<file path="src/design/can_ctrl_pkg.sv">
// Purpose: constants and types for the can mode and interrupt status control block
// Assumes: apb slave, 32-bit data, one word per register
// Notes: registers narrower than 32 bits sit in the low bits
// Behaviour
// - mode request with top bit one asks for configuration mode.
// - codes 011, 010, 001, 000 ask listen-only, loopback, disable, normal.
// - abort-all bit aborts pending transmissions in all three transmit buffers.
// - window field selects the buffer mapped into the fast-access area.
// - window 101 rx1; 100,011,010 tx0..tx2; all other codes rx0.
// - mode status field reports mode in force, 100 meaning configuration.
// - source code field shows the highest-priority pending interrupt source.
// - codes 111 wake, 110 rx0, 101 rx1, 100..010 tx0..2, 001 error, 000 none.
// - each buffer's source code equals its window code.
// - while the interrupt is signalled the source code is never 000.
package can_ctrl_pkg;
  localparam logic [11:0] control_addr = 12'h000;
  localparam logic [11:0] status_addr = 12'h004;
  localparam logic [11:0] flags_addr = 12'h008;
  localparam logic [11:0] mask_addr = 12'h00C;
  localparam int mode_msb = 7;
  localparam int mode_lsb = 5;
  localparam int abort_bit = 4;
  localparam int win_msb = 3;
  localparam int win_lsb = 1;
  localparam logic [7:0] control_reset = 8'h80;
  localparam logic [7:0] control_mask = 8'hFE;
  localparam int n_events = 7;
  localparam logic [6:0] mask_reset = 7'h00;
  // event flag positions
  localparam int ev_error = 0;
  localparam int ev_tx2 = 1;
  localparam int ev_tx1 = 2;
  localparam int ev_tx0 = 3;
  localparam int ev_rx1 = 4;
  localparam int ev_rx0 = 5;
  localparam int ev_wake = 6;

  typedef enum logic [2:0] {
    mode_normal = 3'b000,
    mode_disable = 3'b001,
    mode_loopback = 3'b010,
    mode_listen = 3'b011,
    mode_config = 3'b100
  } op_mode_type;

  typedef enum logic [2:0] {
    src_none = 3'b000,
    src_error = 3'b001,
    src_tx2 = 3'b010,
    src_tx1 = 3'b011,
    src_tx0 = 3'b100,
    src_rx1 = 3'b101,
    src_rx0 = 3'b110,
    src_wake = 3'b111
  } src_code_type;

  typedef enum logic [2:0] {
    buf_rx0 = 3'b000,
    buf_rx1 = 3'b001,
    buf_tx0 = 3'b010,
    buf_tx1 = 3'b011,
    buf_tx2 = 3'b100
  } buf_sel_type;

  typedef struct packed {
    logic [2:0] mode_request;
    logic abort_all_tx;
    logic [2:0] buffer_window_select;
  } control_type;
endpackage

</file>
<file path="src/design/can_mode_and_irq_status_control.sv">
// Purpose: control/status front end of a can controller on apb
// Assumes: protocol engine reports mode-change ack and events as single-cycle pulses
// Notes: mode in force follows the request once the engine acknowledges it
//
// Local design decisions: the register offsets and the APB interface to the registers.
`timescale 1ns/1ns
module can_mode_and_irq_status_control (
  // clock and reset
  input wire logic core_clk,
  input wire logic reset,
  // apb slave
  input wire logic psel,
  input wire logic penable,
  input wire logic pwrite,
  input wire logic [11:0] paddr,
  input wire logic [31:0] pwdata,
  input wire logic [3:0] pstrb,
  output logic [31:0] prdata,
  output logic pready,
  output logic pslverr,
  // protocol engine side
  input wire logic mode_ack,
  input wire logic [6:0] event_pulse,
  output logic [2:0] mode_request,
  output logic abort_all_tx,
  output logic [2:0] buffer_select,
  output logic [2:0] mode_in_force,
  // interrupt
  output logic irq
);
  // ----------------------------------------
  // registers
  // ----------------------------------------
  logic [7:0] control_ff;
  logic [7:0] nxt_control;
  logic [2:0] mode_ff;
  logic [2:0] nxt_mode;
  logic [6:0] flags_ff;
  logic [6:0] nxt_flags;
  logic [6:0] mask_ff;
  logic [6:0] nxt_mask;
  logic [31:0] prdata_ff;
  logic [31:0] nxt_prdata;
  logic pready_ff;
  logic pslverr_ff;
  logic irq_ff;
  logic [2:0] sel_ff;
  logic [2:0] req_ff;
  logic abort_ff;

  // ----------------------------------------
  // bus decode
  // ----------------------------------------
  wire setup_phase = psel && !penable;
  wire access = psel && penable && pready_ff;
  wire wr = access && pwrite && pstrb[0];
  wire hit_control = (paddr == can_ctrl_pkg::control_addr);
  wire hit_status = (paddr == can_ctrl_pkg::status_addr);
  wire hit_flags = (paddr == can_ctrl_pkg::flags_addr);
  wire hit_mask = (paddr == can_ctrl_pkg::mask_addr);
  wire hit_any = hit_control || hit_status || hit_flags || hit_mask;
  wire bad = !hit_any || (pwrite && hit_status);

  // ----------------------------------------
  // status composition
  // ----------------------------------------
  can_ctrl_pkg::src_code_type src_code;
  can_ctrl_pkg::buf_sel_type buf_sel;
  wire [6:0] pending = flags_ff & mask_ff;
  wire [2:0] req_field = control_ff[can_ctrl_pkg::mode_msb:can_ctrl_pkg::mode_lsb];
  wire [2:0] req_norm = req_field[2] ? can_ctrl_pkg::mode_config : req_field;
  wire [7:0] status_val = {mode_ff, 1'b0, src_code, 1'b0};

  can_irq_encoder u_enc (
    .pending(pending),
    .code(src_code)
  );

  can_window_decode u_win (
    .window(control_ff[can_ctrl_pkg::win_msb:can_ctrl_pkg::win_lsb]),
    .sel(buf_sel)
  );

  // ----------------------------------------
  // next values
  // ----------------------------------------
  always_comb begin
    nxt_control = control_ff;
    if (wr && hit_control) begin
      nxt_control = pwdata[7:0] & can_ctrl_pkg::control_mask;
    end
  end

  // mode in force only ever takes a normalised request, so 101..111 never show
  always_comb begin
    nxt_mode = mode_ff;
    if (mode_ack) begin
      nxt_mode = req_norm;
    end
  end

  // set wins over write-one-to-clear
  always_comb begin
    nxt_flags = flags_ff;
    if (wr && hit_flags) begin
      nxt_flags = flags_ff & ~pwdata[6:0];
    end
    nxt_flags = nxt_flags | event_pulse;
  end

  always_comb begin
    nxt_mask = mask_ff;
    if (wr && hit_mask) begin
      nxt_mask = pwdata[6:0];
    end
  end

  always_comb begin
    nxt_prdata = 32'h00000000;
    if (hit_control) begin
      nxt_prdata = {24'h000000, control_ff};
    end else if (hit_status) begin
      nxt_prdata = {24'h000000, status_val};
    end else if (hit_flags) begin
      nxt_prdata = {25'h0000000, flags_ff};
    end else if (hit_mask) begin
      nxt_prdata = {25'h0000000, mask_ff};
    end
  end

  // ----------------------------------------
  // flip-flops
  // ----------------------------------------
  always_ff @(posedge core_clk or posedge reset) begin
    if (reset) begin
      control_ff <= can_ctrl_pkg::control_reset;
      mode_ff <= can_ctrl_pkg::mode_config;
      flags_ff <= 7'h00;
      mask_ff <= can_ctrl_pkg::mask_reset;
    end else begin
      control_ff <= nxt_control;
      mode_ff <= nxt_mode;
      flags_ff <= nxt_flags;
      mask_ff <= nxt_mask;
    end
  end

  // no wait states: ready rises in the first access cycle
  always_ff @(posedge core_clk or posedge reset) begin
    if (reset) begin
      pready_ff <= 1'b0;
      pslverr_ff <= 1'b0;
      prdata_ff <= 32'h00000000;
    end else begin
      pready_ff <= setup_phase;
      pslverr_ff <= setup_phase && bad;
      if (setup_phase && !pwrite) begin
        prdata_ff <= nxt_prdata;
      end
    end
  end

  // source code only nonzero while pending, so irq implies nonzero code
  always_ff @(posedge core_clk or posedge reset) begin
    if (reset) begin
      irq_ff <= 1'b0;
      sel_ff <= can_ctrl_pkg::buf_rx0;
      req_ff <= can_ctrl_pkg::mode_config;
      abort_ff <= 1'b0;
    end else begin
      irq_ff <= |(nxt_flags & nxt_mask);
      sel_ff <= buf_sel;
      req_ff <= req_norm;
      abort_ff <= control_ff[can_ctrl_pkg::abort_bit];
    end
  end

  assign prdata = prdata_ff;
  assign pready = pready_ff;
  assign pslverr = pslverr_ff;
  assign irq = irq_ff;
  assign buffer_select = sel_ff;
  assign mode_request = req_ff;
  assign abort_all_tx = abort_ff;
  assign mode_in_force = mode_ff;
endmodule

</file>
<file path="src/design/can_irq_encoder.sv">
// Purpose: priority encoder from event flags to source code
// Assumes: flags already masked
// Notes: wake highest, error lowest
`timescale 1ns/1ns
module can_irq_encoder (
  // masked pending flags
  input wire logic [6:0] pending,
  // encoded source
  output can_ctrl_pkg::src_code_type code
);
  always_comb begin
    code = can_ctrl_pkg::src_none;
    if (pending[can_ctrl_pkg::ev_wake]) begin
      code = can_ctrl_pkg::src_wake;
    end else if (pending[can_ctrl_pkg::ev_rx0]) begin
      code = can_ctrl_pkg::src_rx0;
    end else if (pending[can_ctrl_pkg::ev_rx1]) begin
      code = can_ctrl_pkg::src_rx1;
    end else if (pending[can_ctrl_pkg::ev_tx0]) begin
      code = can_ctrl_pkg::src_tx0;
    end else if (pending[can_ctrl_pkg::ev_tx1]) begin
      code = can_ctrl_pkg::src_tx1;
    end else if (pending[can_ctrl_pkg::ev_tx2]) begin
      code = can_ctrl_pkg::src_tx2;
    end else if (pending[can_ctrl_pkg::ev_error]) begin
      code = can_ctrl_pkg::src_error;
    end
  end
endmodule

</file>
<file path="src/design/can_window_decode.sv">
// Purpose: window code to buffer select
// Assumes: none
// Notes: unlisted codes fall back to receive buffer 0
`timescale 1ns/1ns
module can_window_decode (
  // window code
  input wire logic [2:0] window,
  // selected buffer
  output can_ctrl_pkg::buf_sel_type sel
);
  always_comb begin
    case (window)
      3'b101: sel = can_ctrl_pkg::buf_rx1;
      3'b100: sel = can_ctrl_pkg::buf_tx0;
      3'b011: sel = can_ctrl_pkg::buf_tx1;
      3'b010: sel = can_ctrl_pkg::buf_tx2;
      default: sel = can_ctrl_pkg::buf_rx0;
    endcase
  end
endmodule

</file>
<file path="config.mk">
export PLATFORM = sky130hd
export DESIGN_NAME = can_mode_and_irq_status_control
export DESIGN_NICKNAME = d
export VERILOG_FILES = /design/src/design/can_ctrl_pkg.sv /design/src/design/can_mode_and_irq_status_control.sv /design/src/design/can_irq_encoder.sv /design/src/design/can_window_decode.sv
export SDC_FILE = /design/constraint.sdc
export NUM_CORES = 1
export LEC_CHECK = 0
export ABC_CLOCK_PERIOD_IN_PS = 5300
export BUFFER_PORTS_ARGS = -buffer_cell sky130_fd_sc_hd__buf_2
export CAP_MARGIN = 20
export CORE_UTILIZATION = 49
export DETAILED_ROUTE_END_ITERATION = 10
export PLACE_DENSITY = 0.83
export SETUP_SLACK_MARGIN = 0.05
export SKIP_CTS_REPAIR_TIMING = 1
export SYNTH_ARGS = -nofsm -noshare
export SYNTH_HDL_FRONTEND = slang
export SYNTH_SLANG_ARGS = --single-unit
export TNS_END_PERCENT = 50
</file>
<file path="constraint.sdc">
create_clock -name core_clk -period 5.3 [get_ports core_clk]
set_input_delay 0 -clock core_clk [delete_from_list [all_inputs] [get_ports core_clk]]
set_output_delay 0 -clock core_clk [all_outputs]
set_load 0.02 [all_outputs]
</file>
Word level (Yosys, flattened, before mapping)
Cells that the tools add are included.
{ "classes": {"eq_ne": 7, "mux": 15, "bitwise_logic": 5, "reduce_logical": 20} }
{ "ops": {"columns": ["cell", "n"], "rows": [
  ["$mux 7", 4],
  ["$eq 12x4->1 const B", 2],
  ["$and 7x7->7", 3],
  ["$mux 3", 7],
  ["$mux 8", 2],
  ["$eq 12x3->1 const B", 1],
  ["$logic_not 12->1", 1],
  ["$pmux 3 s4", 1],
  ["$logic_and 1x1->1", 11],
  ["$not 7->7", 1],
  ["$or 7x7->7", 1],
  ["$reduce_or 7->1", 1],
  ["$eq 3x2->1 const B", 2],
  ["$eq 3x3->1 const B", 2],
  ["$logic_or 1x1->1", 4],
  ["$logic_not 1->1", 3],
  ["$mux 1", 1]
]} }
{ "totals": {"register_bits": 66, "out_inout_bits": 45} }

Longest topological paths before layout
Gate-level depths: netlist of the first run.
{ "depth": {"ltp_word": 10, "ltp_mapped": 7} }

Cells and area by module
A second synthesis of the first run with hierarchy kept.
{ "unflattened": {"hier_cells": 184, "hier_area_um2": 2179.6} }
{ "modules_own_cells": {"columns": ["mod", "instances", "cells_per_inst", "area_each_um2", "seq_area_each_um2"], "rows": [
  ["can_mode_and_irq_status_control", 1, 169, 2100.8, 1054.8],
  ["can_irq_encoder", 1, 10, 45.0, 0.0],
  ["can_window_decode", 1, 5, 33.8, 0.0]
]} }

Worst setup path after synthesis of the first run
Ideal clock, no wire load.
{ "synth_timing": {"path_kind": "reg2reg", "start": "register pready_ff (netlist: pready)", "end": "register irq_ff (netlist: irq)", "setup_ps": 135, "arrival_ps": 1806, "path_slack_ps": 3359, "stages_incl_launch_ff": 7, "cell_sequence": "dfrtp_1 nand4_1 nor3b_1 nand3_1 a21o_1 a222oi_1 nand4_1"} }
{ "synth_between": {"elab_chain_len": 8, "word_cells_on_any_way": 10, "cone_classes": "mux: 2; bitwise: 2; reduce/logical: 6"} }
{ "synth_rtl": {"columns": ["item", "line_no", "rtl"], "rows": [
  ["start: declaration", "can_mode_and_irq_status_control.sv:44", "logic pready_ff;"],
  ["start signal: assignment", "can_mode_and_irq_status_control.sv:155", "pready_ff <= setup_phase;"],
  ["$logic_and 1x1->1", "can_mode_and_irq_status_control.sv:55", "wire access = psel && penable && pready_ff;"],
  ["$logic_and 1x1->1 (2 in a row)", "can_mode_and_irq_status_control.sv:56", "wire wr = access && pwrite && pstrb[0];"],
  ["$logic_and 1x1->1", "can_mode_and_irq_status_control.sv:105", "if (wr && hit_flags) begin"],
  ["$mux 7", "can_mode_and_irq_status_control.sv:105", null],
  ["$or 7x7->7", "can_mode_and_irq_status_control.sv:108", "nxt_flags = nxt_flags | event_pulse;"],
  ["via nxt_flags[5]", "can_mode_and_irq_status_control.sv:39", "logic [6:0] nxt_flags;"],
  ["$and 7x7->7", "can_mode_and_irq_status_control.sv:171", "irq_ff <= |(nxt_flags & nxt_mask);"],
  ["$reduce_or 7->1", "can_mode_and_irq_status_control.sv:171", null],
  ["end signal: assignment", "can_mode_and_irq_status_control.sv:171", null],
  ["end: declaration", "can_mode_and_irq_status_control.sv:46", "logic irq_ff;"]
]} }
The timed path passes the listed nets, and every way through them passes these cells.
A chain may end at the register's enable or synchronous reset.

Worst setup path after layout of the first run
Same ends and word-level chain as after synthesis.

==> flow_metrics.tcl, run 1 <==
set metrics [dict create \
    endpoint_kind "flip-flop" \
    dpl_cell_area_um2 2300 \
    cts_inserted_buffers 5 \
    synth.most_common_cell "dfrtp_1" \
    synth_area_leader_cell "dfrtp_1" \
    timing.final.crit_share 0.427 \
    diodes 0 \
    synth_common_cells "39 x dfrtp_1, 24 x buf_4, 17 x nand2_1" \
    nNetsFinal 313 \
    grt_first_pass_wirelength_um 6270 \
    fin_setup_tns_ps 0 \
    grt_usage 0.194 \
    maxSlewViolCount 0 \
    portBuffers 54 \
    irDropWorstVdd_v 0.000117 \
    initial_core_util 0.515 \
    critPathMaxFanout 7 \
    fin_crit_ps 2260 \
    clock_latency_ps 300 \
    pin_count 106 \
    nFillCells 328 \
    grt_setup_unrepaired "no" \
    clock_sinks 42 \
    hold_class "in2reg" \
    cts_root_buf "clkbuf_8" \
    pre_cts_ws_ps 3020 \
    htree_levels 2 \
    leakagePower_nw 1.33 \
    outcome "finished, violations left" \
    fin_ws_ps 3040 \
    violations "negative hold slack" \
    ant_nets 0 \
    critPathMaxStageDelay_ps 700 \
    path_clk_slew_ps 70 \
    yosysSeqAreaShare 0.508 \
    grt_start_max_net_pins 43 \
    drive_above_1_share 0.320 \
    drt-initial-drc-count 48 \
    dp_hpwl_um 3000 \
    startpoint_type "flip-flop" \
    crit_path_top_delay_cell "nor3b_1" \
    crit_top_cell "nand4_1" \
    routed_wl_um 4060 \
    first_pass_iters 4 \
    crit_buf_inv 0 \
    async_flop_share 1.00 \
    relSlewSlack 0.466 \
    synthesis.area_um2 2080 \
    ys_ff_latch 42 \
    dieArea_um2 4500 \
    drv_cap 0 \
    area_growth_pct 23.7 \
    antenna_found_initial 0 \
    grt_overflow 0 \
    synthFlopType "dfrtp_1" \
    cts_tree "built" \
    syn_area_per_cell_um2 11.6 \
    worstPathRequired_ps 5460 \
    stdcell_area_um2 2570 \
    worstPathArrival_ps 2420 \
    whs_path_depth 3 \
    drc 0 \
    core_area_um2 4030 \
    via_per_inst 5.05 \
    synth.top_cell.area_share 0.470 \
    finalSetupViolations 0 \
    fmax_ghz 0.442 \
    synth_cell_types 38 \
    via_count 1531 \
    critical_path_class "reg2reg" \
    clock_path_buffers 2 \
    fp-row-count 23 \
    power-per-cell-area_nw_per_um2 244 \
    syn_inst 179 \
    gp_congestion 0.914 \
    dieHeight_um 67.1 \
    grt_pass1_vias 1349 \
    worst_hold_slack_ps -16.2 \
    wire_per_inst_um 13.4 \
    skew_ps 5.46 \
    yosys_warnings 0 \
    hold_viol 1 \
    die-width_um 67.1 \
    synthTopCellsByArea "dfrtp_1 47%, buf_4 8.7%, mux2_1 5.4%" \
    cp_cell_sequence "nand4_1 -> nor3b_1 -> nand3_1 -> a21o_1 -> a222oi_1 -> nand4_1" \
    synth-edff-count 0 \
    critical_path_cell_count 6 \
    worstMarginPinSlew_ps 800 \
    critPathTopFamily "simple AND/OR/NAND/NOR gates" \
    reg2reg_depth 6 \
]
[stage by stage]
stage	utilization	power, mW	cells
after global routing	0.638	0.651	303
after detailed placement	0.571	0.380	279
after floorplan	-	0.373	202
after global placement	0.571	0.379	279
after CTS	0.598	0.624	287
final	0.638	0.628	303
[final cells by class]
type | instances | area [um^2] | share of cell area
clock buffer | 5 | 68.8 | 0.0268
clock inverter | 3 | 40.0 | 0.0156
inverter | 3 | 11.3 | 0.00438
multi-input combinational | 129 | 893 | 0.348
sequential | 42 | 1050 | 0.411
tap | 50 | 62.6 | 0.0244
timing repair buffer | 71 | 438 | 0.170
[worst reg2reg max path, cell delays in order (launching register included)]
cell	delay [ps]
dfrtp_1	360
nand4_1	150
nor3b_1	700
nand3_1	140
a21o_1	230
a222oi_1	400
nand4_1	150
[layout by cell type (no fill, tap or decap), drive strengths merged, types with 2 or more instances in the layout]
master	instances
buf	55
dfrtp	39
conb	24
nand2	18
mux2	17
dlygate4sd3	16
nor2	11
nand3	9
a21o	5
mux2i	5
clkbuf	5
o21ai	5
mux4	4
nor2b	3
nand2b	3
nand4	3
inv	3
a31oi	3
a22o	3
dfstp	3
nor4	2
and2	2
a21boi	2
a32o	2
clkinv	2
[final timing paths]
kind,start,end,slack (ps)
hold reg to reg,control_ff[4]$_DFFE_PP0P_,abort_all_tx$_DFF_PP0_,400
hold / removal,event_pulse[6],flags_ff[6]$_DFF_PP0_,-20
max in group asynchronous,reset,mode_in_force[2]$_DFFE_PP1P_,4570
setup reg to reg,pready$_DFF_PP0_,irq$_DFF_PP0_,3040
setup / recovery,pready$_DFF_PP0_,irq$_DFF_PP0_,3040
min in group asynchronous,reset,mode_in_force[1]$_DFFE_PP0P_,370
[per-layer routing]
layer / vias up / GRT usage / routed length, um
met5: - / 0 / 0
met4: 0 / 0.0638 / 60
met3: 8 / 0.0565 / 223
met2: 53 / 0.318 / 2060
met1: 734 / 0.244 / 1720
li1: 736 / - / -
[sequential cells by signal (all words and copies together) (netlist names)]
signal	count
abort_all_tx	1
buffer_select	3
control_ff	7
flags_ff	7
irq	1
mask_ff	7
mode_in_force	3
mode_request	3
prdata	8
pready	1
pslverr	1
[where the power goes]
part / total [mW] / internal [mW] / switching, mW
clock: 0.245 / 0.139 / 0.107
sequential: 0.321 / 0.321 / 0.000340
combinational: 0.0610 / 0.0234 / 0.0377
total: 0.628 / 0.483 / 0.145
[cells by family after synthesis]
| logic type | count (synthesis) | synth area share |
|---|---|---|
| and+or+nand+nor | 54 | 0.135 |
| DFF | 42 | 0.508 |
| muxes | 26 | 0.163 |
| other | 1 | 0.00181 |
| AOI/OAI and AO/OA | 25 | 0.0886 |
| buffers and inverters | 31 | 0.103 |
Note: power is estimated with default switching activity, not from simulation.
==> run 2: changes to the inputs <==
--- a/config.mk
+++ b/config.mk
@@ -5,12 +5,13 @@
 export SDC_FILE = /design/constraint.sdc
 export NUM_CORES = 1
 export LEC_CHECK = 0
-export ABC_CLOCK_PERIOD_IN_PS = 5300
+export ABC_AREA = 1
+export ABC_CLOCK_PERIOD_IN_PS = 1900
 export BUFFER_PORTS_ARGS = -buffer_cell sky130_fd_sc_hd__buf_2
 export CAP_MARGIN = 20
-export CORE_UTILIZATION = 49
+export CORE_UTILIZATION = 43
 export DETAILED_ROUTE_END_ITERATION = 10
-export PLACE_DENSITY = 0.83
+export PLACE_DENSITY = 0.75
 export SETUP_SLACK_MARGIN = 0.05
 export SKIP_CTS_REPAIR_TIMING = 1
 export SYNTH_ARGS = -nofsm -noshare
==> constraint.sdc (replaced) <==
create_clock -name core_clk -period 1.9 [get_ports core_clk]
set_input_delay 0 -clock core_clk [delete_from_list [all_inputs] [get_ports core_clk]]
set_output_delay 0 -clock core_clk [all_outputs]
set_load 0.02 [all_outputs]
==> flow_metrics.tcl, run 2 <==
set metrics [dict create \
    outcome "finished, violations left" \
    violations "negative hold slack" \
    yosys_warnings 0 \
    cts_root_buf "clkbuf_8" \
    nNetsFinal 430 \
    first_pass_iters 4 \
    die-width_um 76 \
    syn_area_per_cell_um2 8.09 \
    dieHeight_um 76 \
    pre_cts_ws_ps 354 \
    synth_area_leader_cell "dfrtp_1" \
    routed_wl_um 4820 \
    multi_input_area_um2 1000 \
    synthTopCellsByArea "dfrtp_1 41%, nand2_1 13%, buf_4 7.7%" \
    fmax_ghz 0.652 \
    via_count 1982 \
    swShare 0.253 \
    nFillCells 498 \
    synth-edff-count 0 \
    power_mw 1.71 \
    fp-row-count 26 \
    ant_nets 0 \
    synth_cell_types 33 \
    async_flop_share 1.00 \
    timing.final.crit_share 0.807 \
    synthesis.area_um2 2350 \
    synth.top_cell.area_share 0.414 \
    yosysSeqAreaShare 0.448 \
    irDropWorstVdd_v 0.000338 \
    worstMarginPinSlew_ps 574 \
    mostFrequentLayoutCell "nand2_1" \
    drc 0 \
    pwr-share-seq 0.534 \
    largest_register_ff_count 8 \
    initial_core_util 0.452 \
    synth_common_cells "81 x nand2_1, 40 x inv_1, 39 x dfrtp_1" \
    drive_above_1_share 0.246 \
    core_area_um2 5200 \
    fin_crit_ps 1530 \
    fin_ws_ps 366 \
    cts_inserted_buffers 5 \
    synth.most_common_cell "nand2_1" \
    grt_start_max_net_pins 43 \
    maxSlewViolCount 0 \
    grt_first_pass_wirelength_um 7790 \
    startpoint_type "flip-flop" \
    leakagePower_nw 1.61 \
    endpoint_kind "flip-flop" \
    syn_inst 291 \
    hold_class "in2reg" \
    drv_cap 0 \
    worstPathArrival_ps 1720 \
    htree_levels 2 \
    hold_viol 2 \
    via_per_inst 4.50 \
    gp_congestion 0.875 \
    synthFlopType "dfrtp_1" \
    grt_setup_unrepaired "no" \
    cts_tree "built" \
    skew_ps 3.68 \
    area_growth_pct 22.3 \
    p_sw_uw 432 \
    worstPathRequired_ps 2090 \
    internal-power_mw 1.27 \
    clock_latency_ps 300 \
    power-per-cell-area_nw_per_um2 593 \
    portBuffers 54 \
    p_clk_frac 0.343 \
    drt-initial-drc-count 116 \
    relSlewSlack 0.617 \
    critical_path_class "reg2reg" \
    seq_area_um2 1050 \
    clock_path_buffers 2 \
    dieArea_um2 5780 \
    grt_usage 0.172 \
    diodes 0 \
    antenna_found_initial 0 \
    grt_pass1_vias 1768 \
    pin_count 106 \
    path_clk_slew_ps 80 \
    clock_sinks 42 \
    final_cell_mix "81 x nand2_1, 54 x buf_2, 40 x inv_1, 39 x dfrtp_1, 24 x conb_1" \
    fin_setup_tns_ps 0 \
    ys_ff_latch 42 \
    worst_hold_slack_ps -9.09 \
    p_comb_frac 0.124 \
    grt_overflow 0 \
    wire_per_inst_um 11.0 \
    dp_hpwl_um 3590 \
    finalSetupViolations 0 \
    critPathMaxFanout 12 \
]
run 2: cell types whose count changed after synthesis, sizes merged, moves of 4 or more:
cell	before	now
nand4	3	8
nand2	18	87
inv	3	40
a21o	5	0
o21ai	5	24
mux4	4	0
mux2	17	1
nor2	11	18
nand3	9	25
mux2i	5	0
run 2: cells by family after synthesis:
logic type / after synthesis / share of synthesized area
other: 1 / 0.00159
multiplexers: 1 / 0.00478
buffers and inverters: 70 / 0.163
AND/OR/NAND/NOR: 143 / 0.289
AO/OA/AOI/OAI: 34 / 0.0935
flip-flops: 42 / 0.448
run 2: per-layer routing:
metal,vias up,global-route usage,share of wire
met4,0,0.0673,0.015
met5,-,0,0
li1,1032,-,-
met3,6,0.0359,0.035
met2,46,0.285,0.48
met1,898,0.221,0.47
run 2: per-stage QoR:
| step | util | hold slack [ps] | instance area (um^2) | instances |
|---|---|---|---|---|
| detailed placement | 0.499 | 154 | 2600 | 413 |
| global placement | 0.499 | 152 | 2600 | 413 |
| global route | 0.553 | 1.04 | 2880 | 440 |
| floorplan | - | 74.1 | 2440 | 314 |
| CTS | 0.517 | -168 | 2690 | 421 |
| finish | 0.553 | -9.09 | 2880 | 440 |
run 2: worst max-delay path: stages (launching register included):
cell	delay, ps
dfrtp_1	360
nand3_2	170
nor2_8	220
nand3_4	200
nand2_1	120
o21ai_2	70
nand2_1	70
nand2_1	40
nor2_1	110
nand2_1	60
run 2: power groups by stage:
| stage | registers, mW | clock network, mW | logic (mW) |
|---|---|---|---|
| after global placement | 0.928 | 0 | 0.179 |
| after detailed placement | 0.928 | 0 | 0.182 |
| final | 0.911 | 0.585 | 0.211 |
| after CTS | 0.911 | 0.605 | 0.182 |
| after global routing | 0.912 | 0.644 | 0.234 |
| after floorplan | 0.941 | 0 | 0.139 |
run 2: layout make-up:
cell class	count	share of cell area
well taps	70	0.0304
repair buffers	77	0.170
inverters	41	0.0534
flip-flops and latches	42	0.366
clock inverters	1	0.00174
multi-input cells	202	0.348
clock buffers	7	0.0300
run 2: path summary, 6_finish.rpt:
kind | startpoint | slack, ps | cells past startpoint | to
min in group asynchronous | reset | 380 | 4 | prdata[3]$_DFFE_PP0P_
worst max-delay path | pready$_DFF_PP0_ | 370 | 9 | irq$_DFF_PP0_
worst min-delay path | pwdata[4] | -9 | 3 | control_ff[4]$_DFFE_PP0P_
max in group asynchronous | reset | 1170 | 4 | control_ff[7]$_DFFE_PP1P_
worst min register to register | control_ff[7]$_DFFE_PP1P_ | 400 | 0 | mode_request[2]$_DFF_PP1_
worst max register to register | pready$_DFF_PP0_ | 370 | 9 | irq$_DFF_PP0_
==> run 3: changes to the inputs <==
--- a/config.mk
+++ b/config.mk
@@ -6,7 +6,7 @@
 export NUM_CORES = 1
 export LEC_CHECK = 0
 export ABC_AREA = 1
-export ABC_CLOCK_PERIOD_IN_PS = 1900
+export ABC_CLOCK_PERIOD_IN_PS = 1320
 export BUFFER_PORTS_ARGS = -buffer_cell sky130_fd_sc_hd__buf_2
 export CAP_MARGIN = 20
 export CORE_UTILIZATION = 43
==> constraint.sdc (replaced) <==
create_clock -name core_clk -period 1.32 [get_ports core_clk]
set_input_delay 0 -clock core_clk [delete_from_list [all_inputs] [get_ports core_clk]]
set_output_delay 0 -clock core_clk [all_outputs]
set_load 0.02 [all_outputs]
==> flow_metrics.tcl, run 3 (synthesis gave the netlist of run 2 again) <==
set metrics [dict create \
    outcome "finished, violations left" \
    violations "negative hold slack, negative setup slack" \
    endpoint_kind "flip-flop" \
    via_count 2095 \
    path_clk_slew_ps 80 \
    initial_core_util 0.452 \
    pin_count 106 \
    grt_pass1_vias 1947 \
    die-width_um 76 \
    mostFrequentLayoutCell "nand2_1" \
    dieHeight_um 76 \
    grt_setup_unrepaired "yes" \
    portBuffers 54 \
    worstPathArrival_ps 1590 \
    final_cell_mix "80 x nand2_1, 54 x buf_2, 40 x inv_1, 38 x dfrtp_1, 24 x conb_1" \
    clock_sinks 42 \
    fmax_ghz 0.734 \
    critical_path_class "reg2reg" \
    drc 0 \
    hold_class "in2reg" \
    power-per-cell-area_nw_per_um2 824 \
    skew_ps 5.31 \
    hold_viol 3 \
    cts_inserted_buffers 5 \
    final_core_util 0.578 \
    fin_crit_ps 1360 \
    dieArea_um2 5780 \
    leakagePower_nw 1.67 \
    gp_congestion 0.814 \
    critPathMaxStageDelay_ps 390 \
    crit_top_cell "nand2_1" \
    drive_above_1_share 0.283 \
    drt-initial-drc-count 139 \
    first_pass_iters 4 \
    wire_per_inst_um 11.1 \
    ant_nets 0 \
    diodes 0 \
    clock_latency_ps 280 \
    fin_setup_tns_ps -42.7 \
    critPathMaxFanout 12 \
    pre_cts_ws_ps -55.5 \
    cp_cell_sequence "nand3_4 -> nor2_8 -> nand3_4 -> buf_4 -> o21ai_2 -> nand2_1 -> nand2_1 -> nor2_1 -> nand2_1" \
    antenna_found_initial 0 \
    grt_first_pass_wirelength_um 8360 \
    nNetsFinal 441 \
    worstPathRequired_ps 1550 \
    stdcell_area_um2 3010 \
    worst_hold_slack_ps -11.0 \
    via_per_inst 4.65 \
    nFillCells 497 \
    finalSetupViolations 1 \
    startpoint_type "flip-flop" \
    cts_root_buf "clkbuf_8" \
    grt_overflow 0 \
    htree_levels 2 \
    timing.final.crit_share 1.03 \
    drv_cap 0 \
    irDropWorstVdd_v 0.000458 \
    grt_start_max_net_pins 43 \
    core_area_um2 5200 \
    dpl_cell_area_um2 2710 \
    fin_ws_ps -42.7 \
    area_growth_pct 27.7 \
    cts_tree "built" \
    crit_path_top_delay_cell "dfrtp_2" \
    routed_wl_um 5020 \
    grt_usage 0.177 \
    dp_hpwl_um 3800 \
    maxSlewViolCount 0 \
    fp-row-count 26 \
    clock_path_buffers 2 \
    largest_register_ff_count 8 \
]
run 3: changes by cell type in the layout (fill, tap and decap cells not counted):
cell,change
o21ai_0,-1
clkbuf_1,-1
o21ai_1,+1
dfrtp_2,+1
buf_6,+3
clkinvlp_4,+1
buf_12,+2
nand3_2,-1
dfrtp_1,-1
nand2_1,-1
dlygate4sd3_1,-3
buf_4,+9
nand2_2,+1
nand3_4,+1
run 3: power breakdown:
part | internal, mW | total (mW) | switching, mW
Sequential | 1.30 | 1.31 | 0.00759
Combinational | 0.117 | 0.315 | 0.198
Clock | 0.420 | 0.853 | 0.433
run 3: final cells by class:
type | instances | area, um^2 | area share
repair buffers | 88 | 602 | 0.200
inverters | 41 | 154 | 0.0512
well taps | 70 | 87.6 | 0.0291
clock inverters | 2 | 12.5 | 0.00416
multi-input cells | 202 | 1010 | 0.337
flip-flops and latches | 42 | 1060 | 0.351
clock buffers | 6 | 82.6 | 0.0275
run 3: per-layer routing:
layer / share of wire / GRT usage
met1: 0.45 / 0.227
met2: 0.48 / 0.301
met3: 0.057 / 0.0311
met4: 0.014 / 0.0654
met5: 0 / 0
run 3: final timing paths:
path / from / endpoint / slack, ps / cells after the start
setup / recovery: pready$_DFF_PP0_ / irq$_DFF_PP0_ / -40 / 9
hold / removal: pwdata[0] / mask_ff[0]$_DFF_PP0_ / -10 / 3
setup reg to reg: pready$_DFF_PP0_ / irq$_DFF_PP0_ / -40 / 9
hold reg to reg: control_ff[4]$_DFFE_PP0P_ / abort_all_tx$_DFF_PP0_ / 380 / 0
max in group asynchronous: reset / control_ff[7]$_DFFE_PP1P_ / 740 / 4
min in group asynchronous: reset / pslverr$_DFF_PP0_ / 320 / 4
run 3: per-stage QoR:
stage | std cells | total power, mW
floorplan | 314 | 1.56
global route | 451 | 2.59
CTS | 431 | 2.46
detailed placement | 423 | 1.61
global placement | 423 | 1.61
finish | 451 | 2.48
run 3: worst max-delay path, delay by kind of cell, from the launching register on:
kind,cells,cell delay [ps]
AOI/OAI and AO/OA,1,130
buffers and inverters,1,190
DFF,1,390
and+or+nand+nor,7,600
